--- src/hw/aoc_fix_note.sv ---
// aoc_fix_note: intentionally empty compile unit
`default_nettype none
`default_nettype wire

--- src/hw/aoc_pkg.sv ---
// aoc_pkg: register indexes, field positions, reset values and codes of the output control bank
`default_nettype none
package aoc_pkg;
	// ----------------------------------------------------------------
	// register indexes (byte address is four times the index)
	// ----------------------------------------------------------------
	localparam logic [9:0] IDX_LVDS_PAIR_POLARITY   = 10'h065;
	localparam logic [9:0] IDX_GLOBAL_OFFSET_LOW    = 10'h066;
	localparam logic [9:0] IDX_GLOBAL_OFFSET_HIGH   = 10'h067;
	localparam logic [9:0] IDX_WORD_CLOCK_OVR_CTRL  = 10'h068;
	localparam logic [9:0] IDX_PLL_RECALIBRATION    = 10'h06b;
	localparam logic [9:0] IDX_PLL_CLOCK_GATE_DELAY = 10'h06d;
	localparam logic [9:0] IDX_USER_PATTERN_A_LOW   = 10'h074;
	localparam logic [9:0] IDX_USER_PATTERN_A_HIGH  = 10'h075;
	localparam logic [9:0] IDX_USER_PATTERN_B_LOW   = 10'h076;
	localparam logic [9:0] IDX_USER_PATTERN_B_HIGH  = 10'h077;
	localparam logic [9:0] IDX_PATH_CONTROL         = 10'h080;
	localparam logic [9:0] IDX_PLL_STATUS           = 10'h0d1;
	// ----------------------------------------------------------------
	// reset values
	// ----------------------------------------------------------------
	localparam logic [7:0] RST_LVDS_PAIR_POLARITY   = 8'h00;
	localparam logic [7:0] RST_GLOBAL_OFFSET        = 8'h00;
	localparam logic [7:0] RST_WORD_CLOCK_OVR_CTRL  = 8'h24;
	localparam logic [7:0] RST_PLL_RECALIBRATION    = 8'h08;
	localparam logic [7:0] RST_PLL_CLOCK_GATE_DELAY = 8'h00;
	localparam logic [7:0] RST_USER_PATTERN         = 8'h00;
	localparam logic [7:0] RST_PATH_CONTROL         = 8'h00;
	// ----------------------------------------------------------------
	// field positions
	// ----------------------------------------------------------------
	localparam int POS_PAIR_INVERT_MASK = 2;
	localparam int POS_AUX_PAIR_INVERT  = 3;
	localparam int POS_AUX_PAIR_ENABLE  = 2;
	localparam int POS_PLL_RECAL_TOGGLE = 2;
	localparam int POS_PLL_CLK_ENABLE   = 5;
	localparam int POS_OUT_CLK_DELAY    = 1;
	localparam int POS_PATTERN_NIBBLE   = 4;
	localparam int POS_CLK_SRC_PLL      = 3;
	localparam int POS_PLL_ENABLE       = 4;
	localparam int POS_DECIM_ACTIVE     = 5;
	localparam int POS_CAL_BUSY         = 0;
	localparam int POS_CAL_DONE         = 1;
	localparam logic [7:0] MASK_PLL_CLOCK_GATE_DELAY = 8'h3f;
	localparam logic [7:0] MASK_PATH_CONTROL         = 8'h3f;
	// ----------------------------------------------------------------
	// codes
	// ----------------------------------------------------------------
	localparam logic [2:0] PAT_DOUBLE_CUSTOM = 3'h1;
	localparam logic [1:0] RESP_OKAY         = 2'h0;
	localparam logic [1:0] RESP_SLVERR       = 2'h2;
	localparam int         OFFSET_FRAC_BITS  = 3;
	// vco delay per code; code 7 gives 15 cycles
	localparam logic [3:0] DLY_CYCLES [8] = '{4'h0, 4'h1, 4'h2, 4'h3, 4'h4, 4'h5, 4'he, 4'hf};
endpackage : aoc_pkg
`default_nettype wire

--- src/hw/aoc_regs.sv ---
// aoc_regs: output control register bank with AXI4-Lite slave, offset adder and clock gating
//
// Local design decision: register access over AXI4-Lite.
`default_nettype none
module aoc_regs
	import aoc_pkg::*;
#(
	parameter int CAL_CYCLES = 64
)(
	// clock, reset, enable
	input  wire logic        CORE_CLK_I,
	input  wire logic        RESETN_I,
	input  wire logic        CORE_CE_I,
	// axi4-lite write
	input  wire logic [11:0] AWADDR_I,
	input  wire logic        AWVALID_I,
	output logic             AWREADY_O,
	input  wire logic [31:0] WDATA_I,
	input  wire logic [3:0]  WSTRB_I,
	input  wire logic        WVALID_I,
	output logic             WREADY_O,
	output logic [1:0]       BRESP_O,
	output logic             BVALID_O,
	input  wire logic        BREADY_I,
	// axi4-lite read
	input  wire logic [11:0] ARADDR_I,
	input  wire logic        ARVALID_I,
	output logic             ARREADY_O,
	output logic [31:0]      RDATA_O,
	output logic [1:0]       RRESP_O,
	output logic             RVALID_O,
	input  wire logic        RREADY_I,
	// converter samples
	input  wire logic [11:0] CONV_DATA_I,
	input  wire logic        CONV_OVR_I,
	input  wire logic        CONV_VALID_I,
	// output stage
	output logic [11:0]      OUT_DATA_O,
	output logic             OUT_VALID_O,
	output logic [5:0]       PAIR_INVERT_MASK_O,
	output logic             WORD_CLOCK_OUT_O,
	output logic             OVERRANGE_OUT_O,
	output logic             AUX_PAIR_ENABLE_O,
	// clock path
	output logic             PLL_CLK_GATE_O,
	output logic [3:0]       OUT_CLOCK_VCO_DELAY_O,
	output logic             PLL_RECAL_START_O
);
	import aoc_pkg::*;

	// the calibration counter is 16 bits wide
	if (CAL_CYCLES < 1 || CAL_CYCLES > 65535)
	begin : g_bad_cal
		$error("CAL_CYCLES out of range");
	end

	localparam logic [15:0] CAL_LOAD = 16'(CAL_CYCLES);

	// ----------------------------------------------------------------
	// state
	// ----------------------------------------------------------------
	typedef struct packed {
		logic        awready;
		logic        wready;
		logic        bvalid;
		logic [1:0]  bresp;
		logic        aw_got;
		logic        w_got;
		logic [9:0]  aw_idx;
		logic [7:0]  w_byte;
		logic        w_lane0;
		logic        arready;
		logic        rvalid;
		logic [1:0]  rresp;
		logic [7:0]  rdata;
		logic [7:0]  pol;
		logic [7:0]  off_lo;
		logic [7:0]  off_hi;
		logic [7:0]  aux;
		logic [7:0]  cal;
		logic [7:0]  pll;
		logic [7:0]  pa_lo;
		logic [7:0]  pa_hi;
		logic [7:0]  pb_lo;
		logic [7:0]  pb_hi;
		logic [7:0]  ctl;
		logic        cal_prev;
		logic [15:0] cal_cnt;
		logic        cal_start;
		logic        cal_done;
		logic [11:0] out_data;
		logic        out_valid;
		logic        word_clock_out;
		logic        overrange_out;
		logic        aux_en;
		logic [5:0]  inv_mask;
		logic        pll_gate;
		logic [3:0]  clk_dly;
		logic        sel_b;
		logic        wck_phase;
	} aoc_state_s;

	aoc_state_s s;
	aoc_state_s next_s;

	// ----------------------------------------------------------------
	// datapath helpers
	// ----------------------------------------------------------------
	logic        [11:0] pair_bits;
	logic signed [15:0] offset_value;
	logic signed [16:0] offset_sum;
	logic signed [13:0] offset_int;
	logic        [11:0] sample_word;
	logic               sample_sat;
	logic        [11:0] pattern_a;
	logic        [11:0] pattern_b;

	// one mask bit flips both bits of its ddr pair
	for (genvar k = 0; k < 6; k++)
	begin : g_pair
		assign pair_bits[2*k+1:2*k] = {2{s.pol[POS_PAIR_INVERT_MASK+k]}};
	end

	assign offset_value = signed'({s.off_hi, s.off_lo});
	// 1/8 lsb resolution: sample carries three fraction bits before the add
	assign offset_sum = 17'(signed'({CONV_DATA_I, 3'h0})) + 17'(offset_value);
	assign offset_int = offset_sum[16:OFFSET_FRAC_BITS];
	// saturate rather than wrap so a large offset cannot flip sign
	assign sample_sat = (offset_int > 14'sd2047) || (offset_int < -14'sd2048);
	assign sample_word = (offset_int > 14'sd2047) ? 12'h7ff :
		(offset_int < -14'sd2048) ? 12'h800 : offset_int[11:0];

	assign pattern_a = {s.pa_hi, s.pa_lo[7:POS_PATTERN_NIBBLE]};
	assign pattern_b = {s.pb_hi, s.pb_lo[7:POS_PATTERN_NIBBLE]};

	// ----------------------------------------------------------------
	// register read decode
	// ----------------------------------------------------------------
	function automatic logic [8:0] read_reg(input logic [9:0] idx, input aoc_state_s st);
		logic [8:0] r;
		r = {1'b1, 8'h00};
		case (idx)
			IDX_LVDS_PAIR_POLARITY:   r[7:0] = st.pol;
			IDX_GLOBAL_OFFSET_LOW:    r[7:0] = st.off_lo;
			IDX_GLOBAL_OFFSET_HIGH:   r[7:0] = st.off_hi;
			IDX_WORD_CLOCK_OVR_CTRL:  r[7:0] = st.aux;
			IDX_PLL_RECALIBRATION:    r[7:0] = st.cal;
			IDX_PLL_CLOCK_GATE_DELAY: r[7:0] = st.pll & MASK_PLL_CLOCK_GATE_DELAY;
			IDX_USER_PATTERN_A_LOW:   r[7:0] = st.pa_lo;
			IDX_USER_PATTERN_A_HIGH:  r[7:0] = st.pa_hi;
			IDX_USER_PATTERN_B_LOW:   r[7:0] = st.pb_lo;
			IDX_USER_PATTERN_B_HIGH:  r[7:0] = st.pb_hi;
			IDX_PATH_CONTROL:         r[7:0] = st.ctl;
			IDX_PLL_STATUS:
			begin
				r[POS_CAL_BUSY] = (st.cal_cnt != 16'h0000);
				r[POS_CAL_DONE] = st.cal_done;
			end
			default:                  r = 9'h000;
		endcase
		return r;
	endfunction

	// ----------------------------------------------------------------
	// next state
	// ----------------------------------------------------------------
	always_comb
	begin
		logic       aw_fire;
		logic       w_fire;
		logic       ar_fire;
		logic [9:0] widx;
		logic [7:0] wbyte;
		logic       lane0;
		logic [8:0] rd;
		logic       pll_ok;
		logic [11:0] word;
		logic       wck_raw;
		logic       ovr_raw;
		logic [8:0] wr_chk;
		aw_fire = 1'b0;
		w_fire  = 1'b0;
		ar_fire = 1'b0;
		widx    = 10'h000;
		wbyte   = 8'h00;
		lane0   = 1'b0;
		rd      = 9'h000;
		pll_ok  = 1'b0;
		word    = 12'h000;
		wck_raw = 1'b0;
		ovr_raw = 1'b0;
		wr_chk  = 9'h000;
		next_s  = s;

		// write channel: address and data in either order
		aw_fire = AWVALID_I && s.awready;
		w_fire  = WVALID_I && s.wready;
		widx    = aw_fire ? AWADDR_I[11:2] : s.aw_idx;
		wbyte   = w_fire ? WDATA_I[7:0] : s.w_byte;
		lane0   = w_fire ? WSTRB_I[0] : s.w_lane0;
		if (aw_fire)
		begin
			next_s.aw_got  = 1'b1;
			next_s.awready = 1'b0;
			next_s.aw_idx  = AWADDR_I[11:2];
		end
		if (w_fire)
		begin
			next_s.w_got   = 1'b1;
			next_s.wready  = 1'b0;
			next_s.w_byte  = WDATA_I[7:0];
			next_s.w_lane0 = WSTRB_I[0];
		end
		if ((s.aw_got || aw_fire) && (s.w_got || w_fire))
		begin
			next_s.aw_got = 1'b0;
			next_s.w_got  = 1'b0;
			next_s.bvalid = 1'b1;
			wr_chk        = read_reg(widx, s);
			next_s.bresp  = wr_chk[8] ? RESP_OKAY : RESP_SLVERR;
			// only byte lane 0 carries register data
			if (lane0)
			begin
				case (widx)
					IDX_LVDS_PAIR_POLARITY:   next_s.pol = wbyte;
					IDX_GLOBAL_OFFSET_LOW:    next_s.off_lo = wbyte;
					IDX_GLOBAL_OFFSET_HIGH:   next_s.off_hi = wbyte;
					IDX_WORD_CLOCK_OVR_CTRL:  next_s.aux = wbyte;
					IDX_PLL_RECALIBRATION:    next_s.cal = wbyte;
					IDX_PLL_CLOCK_GATE_DELAY: next_s.pll = wbyte & MASK_PLL_CLOCK_GATE_DELAY;
					IDX_USER_PATTERN_A_LOW:   next_s.pa_lo = wbyte;
					IDX_USER_PATTERN_A_HIGH:  next_s.pa_hi = wbyte;
					IDX_USER_PATTERN_B_LOW:   next_s.pb_lo = wbyte;
					IDX_USER_PATTERN_B_HIGH:  next_s.pb_hi = wbyte;
					IDX_PATH_CONTROL:         next_s.ctl = wbyte & MASK_PATH_CONTROL;
					default:                  next_s.pol = s.pol;
				endcase
			end
		end
		if (s.bvalid && BREADY_I)
		begin
			next_s.bvalid  = 1'b0;
			next_s.awready = 1'b1;
			next_s.wready  = 1'b1;
		end

		// read channel
		ar_fire = ARVALID_I && s.arready;
		if (ar_fire)
		begin
			rd             = read_reg(ARADDR_I[11:2], s);
			next_s.arready = 1'b0;
			next_s.rvalid  = 1'b1;
			next_s.rdata   = rd[7:0];
			next_s.rresp   = rd[8] ? RESP_OKAY : RESP_SLVERR;
		end
		else if (s.rvalid && RREADY_I)
		begin
			next_s.rvalid  = 1'b0;
			next_s.arready = 1'b1;
		end

		// recalibration: edge of the toggle bit, not its level
		next_s.cal_start = 1'b0;
		if (s.cal[POS_PLL_RECAL_TOGGLE] != s.cal_prev)
		begin
			next_s.cal_prev  = s.cal[POS_PLL_RECAL_TOGGLE];
			next_s.cal_start = 1'b1;
			next_s.cal_cnt   = CAL_LOAD;
			next_s.cal_done  = 1'b0;
		end
		else if (s.cal_cnt != 16'h0000)
		begin
			next_s.cal_cnt = s.cal_cnt - 16'h0001;
			if (s.cal_cnt == 16'h0001)
				next_s.cal_done = 1'b1;
		end

		// clock path
		pll_ok = s.ctl[POS_CLK_SRC_PLL] && s.ctl[POS_PLL_ENABLE];
		next_s.pll_gate = pll_ok && s.pll[POS_PLL_CLK_ENABLE];
		next_s.clk_dly  = (pll_ok && !s.ctl[POS_DECIM_ACTIVE]) ?
			DLY_CYCLES[s.pll[POS_OUT_CLK_DELAY +: 3]] : 4'h0;

		// output stage
		next_s.inv_mask  = s.pol[7:POS_PAIR_INVERT_MASK];
		next_s.aux_en    = s.aux[POS_AUX_PAIR_ENABLE];
		next_s.out_valid = CONV_VALID_I;
		if (CONV_VALID_I)
		begin
			next_s.wck_phase = !s.wck_phase;
			if (s.ctl[2:0] == PAT_DOUBLE_CUSTOM)
			begin
				word         = s.sel_b ? pattern_b : pattern_a;
				next_s.sel_b = !s.sel_b;
				wck_raw      = word[10];
				ovr_raw      = word[11];
			end
			else
			begin
				word         = sample_word;
				next_s.sel_b = 1'b0;
				wck_raw      = !s.wck_phase;
				ovr_raw      = CONV_OVR_I || sample_sat;
			end
			next_s.out_data = word ^ pair_bits;
			// disabled pair idles low
			next_s.word_clock_out = s.aux[POS_AUX_PAIR_ENABLE] &&
				(wck_raw ^ s.aux[POS_AUX_PAIR_INVERT]);
			next_s.overrange_out = s.aux[POS_AUX_PAIR_ENABLE] &&
				(ovr_raw ^ s.aux[POS_AUX_PAIR_INVERT]);
		end
		// drop the pair at once, even while no samples arrive
		if (!s.aux[POS_AUX_PAIR_ENABLE])
		begin
			next_s.word_clock_out = 1'b0;
			next_s.overrange_out = 1'b0;
		end
	end

	// ----------------------------------------------------------------
	// registers
	// ----------------------------------------------------------------
	always_ff @(posedge CORE_CLK_I or negedge RESETN_I)
	begin
		if (!RESETN_I)
		begin
			s         <= '0;
			s.awready <= 1'b1;
			s.wready  <= 1'b1;
			s.arready <= 1'b1;
			s.pol     <= RST_LVDS_PAIR_POLARITY;
			s.off_lo  <= RST_GLOBAL_OFFSET;
			s.off_hi  <= RST_GLOBAL_OFFSET;
			s.aux     <= RST_WORD_CLOCK_OVR_CTRL;
			s.cal     <= RST_PLL_RECALIBRATION;
			s.pll     <= RST_PLL_CLOCK_GATE_DELAY;
			s.pa_lo   <= RST_USER_PATTERN;
			s.pa_hi   <= RST_USER_PATTERN;
			s.pb_lo   <= RST_USER_PATTERN;
			s.pb_hi   <= RST_USER_PATTERN;
			s.ctl     <= RST_PATH_CONTROL;
			s.aux_en  <= 1'b1;
		end
		else if (CORE_CE_I)
		begin
			s <= next_s;
		end
	end

	// ----------------------------------------------------------------
	// outputs
	// ----------------------------------------------------------------
	assign AWREADY_O             = s.awready;
	assign WREADY_O              = s.wready;
	assign BVALID_O              = s.bvalid;
	assign BRESP_O               = s.bresp;
	assign ARREADY_O             = s.arready;
	assign RVALID_O              = s.rvalid;
	assign RRESP_O               = s.rresp;
	assign RDATA_O               = {24'h000000, s.rdata};
	assign OUT_DATA_O            = s.out_data;
	assign OUT_VALID_O           = s.out_valid;
	assign PAIR_INVERT_MASK_O    = s.inv_mask;
	assign WORD_CLOCK_OUT_O      = s.word_clock_out;
	assign OVERRANGE_OUT_O       = s.overrange_out;
	assign AUX_PAIR_ENABLE_O     = s.aux_en;
	assign PLL_CLK_GATE_O        = s.pll_gate;
	assign OUT_CLOCK_VCO_DELAY_O = s.clk_dly;
	assign PLL_RECAL_START_O     = s.cal_start;

endmodule : aoc_regs
`default_nettype wire

--- config.mk ---
export PLATFORM = sky130hd
export DESIGN_NAME = aoc_regs
export DESIGN_NICKNAME = d
export VERILOG_FILES = /design/src/hw/aoc_fix_note.sv /design/src/hw/aoc_pkg.sv /design/src/hw/aoc_regs.sv
export SDC_FILE = /design/constraint.sdc
export NUM_CORES = 1
export LEC_CHECK = 0
export BUFFER_PORTS_ARGS = -buffer_cell sky130_fd_sc_hd__buf_2
export CORE_AREA = 8 8 121 151
export DETAILED_ROUTE_END_ITERATION = 10
export DIE_AREA = 0 0 129 159
export GPL_TIMING_DRIVEN = 0
export PLACE_DENSITY_LB_ADDON = 0.15
export SYNTH_ARGS = -nofsm -noshare
export SYNTH_HDL_FRONTEND = slang
export SYNTH_SLANG_ARGS = --single-unit
export TNS_END_PERCENT = 100
--- constraint.sdc ---
create_clock -name CORE_CLK_I -period 3.6 [get_ports CORE_CLK_I]
set_clock_uncertainty 0.05 [all_clocks]
set_input_delay 0.18 -clock CORE_CLK_I [delete_from_list [all_inputs] [get_ports CORE_CLK_I]]
set_output_delay 0.18 -clock CORE_CLK_I [all_outputs]
set_load 0.005 [all_outputs]
==> impl_metrics.csv <==
group,metric,value,unit
floorplanning,dieArea,0.02051,mm^2
floorplanning,rows,52,
power,powerDensity,408.6,mW/mm^2
sta,period_share,0.9688,
synthesis,syn_inst,914,
power,p_seq_frac,0.485,
synthesis,syn_area,0.008907,mm^2
worst_setup_path,crit_fanout,9,
routing,drt_iter0_markers,707,
grt,grtUsageTotal,0.2358,
placement,finalWeightedCongestion,0.9268,
worst_setup_path,start_kind,"flip-flop",
worst_setup_path,path_class,"reg2reg",
status,outcome,"complete, no violations",
floorplanning,initial_core_util,0.5588,
placement,io_buffers,91,
synthesis,synth_cell_types,70,
sta,finalHoldViolCount,0,
floorplanning,die_h,159,um
clocking,clk_latency,430,ps
routing,first_pass_iters,6,
synthesis,synthFlopType,"dfrtp_1",
sta,tightest_slew,1219,ps
clocking,cts-htree-levels,4,
routing,antenna_left,0,
routing,wl_per_cell,18.29,um
sta,setup_tns,0,ps
sta,setup_viol,0,
worst_setup_path,rr_worst_depth,11,
placement,placed_area,0.009769,mm^2
layout,mostFrequentLayoutCell,"dfrtp_1",
synthesis,synth_seq_cells,168,
routing,vias_per_cell,5.631,
grt,use_met1,0.2982,
routing,drt-total-wl,23.82,mm
sta,slew_headroom,0.1809,
sta,period_needed,3488,ps
routing,drc,0,
grt,grt_max_degree,90,
power,switching_power,0.001107,W
layout,area_growth,18.68,%
layout,mostFrequentLayoutCells,"161 x dfrtp_1, 123 x nand2_1, 92 x o21ai_0, 92 x buf_2, 59 x buf_4",
power,ir_drop,324.3,uV
floorplanning,die_w,129,um
flow_run,drv_cap,0,
power,p_int,0.003213,W
grt,overflow,0,
synthesis,ys_seq_area_frac,0.4730,
sta,fmaxAchievable,286.7,MHz
clocking,cts-buffers-inserted,17,
layout,drive_gt1_frac,0.2256,
layout,antenna_cells,0,
grt,busiest_layer,"met2",
sta,rsz0062_at_grt,"yes",
grt,use_met2,0.3895,
clocking,clk_path_buf_depth,2,
clocking,clk_pin_slew,60,ps
grt,antenna_found_initial,0,
worst_hold_path,whs_path_depth,2,
power,p_leak,4.952,nW
clocking,post_cts_buffers,0,
synthesis,syn_avg_cell_area,9.745,um^2
worst_setup_path,critPathRequiredTime,3850,ps
power,swShare,0.2562,
clocking,root_buffer,"clkbuf_16",
power,power_frac_clock,0.403,
clocking,cts_tree,"yes",
power,combPwrFrac,0.112,
power,finalPower,0.004320,W
synthesis,ys_warn_count,0,
grt,use_met3,0.04457,
worst_setup_path,cp_data_arrival_time,3740,ps
clocking,clkSinkCount,168,
layout,fin_area,0.01057,mm^2
grt,grt_first_pass_wirelength,38.08,mm
synthesis,async_reset_ff_frac,1.000,
worst_setup_path,worstSetupEndpointType,"flip-flop",
routing,vias,7331,
floorplanning,io_pins,151,
floorplanning,coreArea,0.01594,mm^2
worst_hold_path,hp-class,"in2reg",
layout,final_net_count,1171,
grt,grt_pass1_vias,7148,
synthesis,synth_edf_count,0,
sta,fin_ws,112.3,ps
placement,post-place-ws,116.6,ps
placement,hpwl,17.76,mm
sta,maxSlewViolCount,0,
repair_timing:
action                                 4_1_cts  5_1_grt
endpoints found under the hold margin       96        0
hold buffers                                22        0
setup endpoints to repair                    0       16
resized for setup                            0        3
path summary, 6_finish.rpt:
path                                                  to  slack [ps]                        start
max                            OUT_DATA_O[5]$_DFFE_PN0P_         110  offset_value[3]$_DFFE_PN0P_
max reg2reg                    OUT_DATA_O[5]$_DFFE_PN0P_         110  offset_value[3]$_DFFE_PN0P_
min                                   s[159]$_DFFE_PN0P_          10                  AWADDR_I[4]
min reg2reg                             s[0]$_DFFE_PN0P_         430             s[0]$_DFFE_PN0P_
min in group asynchronous             s[155]$_DFFE_PN0P_         270                     RESETN_I
max in group asynchronous  AUX_PAIR_ENABLE_O$_DFFE_PN1P_        2380                     RESETN_I
layer usage:
metal	up-vias	wire [um]
met3	40	1588
met4	0	554
li1	3513	-
met1	3529	9961
met2	249	11720
met5	-	0
logic make-up (layout without fill, tap and decap cells):
kind of cell / after synthesis / after routing / synth area share
simple gates: 285 / 285 / 0.1506
compound gates: 244 / 244 / 0.1851
flops: 168 / 168 / 0.4730
buf+inv: 118 / 265 / 0.07641
mux: 48 / 48 / 0.05773
xor+xnor: 34 / 34 / 0.03343
fa+ha+maj: 16 / 16 / 0.02332
other cells: 1 / 26 / 0.0004210
sequential cells by signal (all words and copies together), names as in the netlist, 4 cells and up:
signal                 flops
RDATA_O                    8
OUT_CLOCK_VCO_DELAY_O      4
s                         78
OUT_DATA_O                12
PAIR_INVERT_MASK_O         6
pattern_b                 12
pattern_a                 12
next_s                     7
offset_value              16
power by group through the flow:
stage / sequential, W / combinational (W) / clock, W
global route: 0.00211 / 0.000550 / 0.00182
finish: 0.00209 / 0.000486 / 0.00174
CTS: 0.00209 / 0.000488 / 0.00175
global placement: 0.00212 / 0.000452 / 0
floorplan: 0.00211 / 0.000317 / 0
detailed placement: 0.00213 / 0.000467 / 0
synth_stat cells (all sizes together), types with 2 or more instances:
| master | number | area share |
|---|---|---|
| a2111oi | 2 | 0.0021 |
| a211oi | 4 | 0.0034 |
| a21boi | 5 | 0.0046 |
| a21o | 10 | 0.0084 |
| a21oi | 39 | 0.022 |
| a221o | 2 | 0.0022 |
| a221oi | 13 | 0.013 |
| a222oi | 9 | 0.010 |
| a22o | 8 | 0.0079 |
| a22oi | 9 | 0.0076 |
| a311oi | 2 | 0.0046 |
| a31oi | 12 | 0.0091 |
| a32o | 2 | 0.0022 |
| and2 | 5 | 0.0035 |
| and3 | 4 | 0.0028 |
| buf | 62 | 0.053 |
| clkbuf | 34 | 0.014 |
| dfrtp | 161 | 0.45 |
| dfstp | 7 | 0.021 |
| ha | 15 | 0.021 |
| inv | 22 | 0.0093 |
| mux2 | 27 | 0.034 |
| mux2i | 21 | 0.024 |
| nand2 | 123 | 0.052 |
| nand2b | 5 | 0.0035 |
| nand3 | 21 | 0.013 |
| nand3b | 8 | 0.0067 |
| nand4 | 3 | 0.0021 |
| nor2 | 54 | 0.023 |
| nor2b | 3 | 0.0021 |
| nor3 | 24 | 0.013 |
| nor3b | 5 | 0.0042 |
| nor4 | 7 | 0.0049 |
| nor4b | 4 | 0.0039 |
| o2111ai | 2 | 0.0020 |
| o21ai | 106 | 0.061 |
| o221ai | 9 | 0.015 |
| o22ai | 4 | 0.0035 |
| or2 | 2 | 0.0014 |
| or3 | 8 | 0.0056 |
| or4 | 4 | 0.0038 |
| xnor2 | 25 | 0.025 |
| xor2 | 9 | 0.0089 |
layout make-up:
type	instances	area, um^2
plain buffers	96	598.1
well taps	216	270.3
fillers	1325	5369
clock inverters	9	66.31
inverters	22	82.58
flip-flops and latches	168	4213
repair buffers	115	718.2
clock buffers	23	498.0
multi-input cells	653	4125
metrics by stage:
| stage | utilization | hold WS (ps) | cells |
|---|---|---|---|
| floorplan | - | -165.6 | 939 |
| global placement | 0.6102 | 379.0 | 1246 |
| detailed placement | 0.6129 | 158.5 | 1248 |
| global route | 0.6632 | 16.82 | 1302 |
| finish | 0.6632 | 10.86 | 1302 |
| CTS | 0.6621 | 1.781 | 1302 |
critical path: stages (launching register included):
cell and delay (ps):
dfrtp_1 410, ha_1 220, fa_1 430, a211oi_1 330, o21bai_1 160, a41o_2 330
a311oi_2 400, o2111ai_2 240, nand3_2 330, o221ai_2 160, xnor2_1 200, o21ai_1 80
Power figures use the tool's default switching activity.
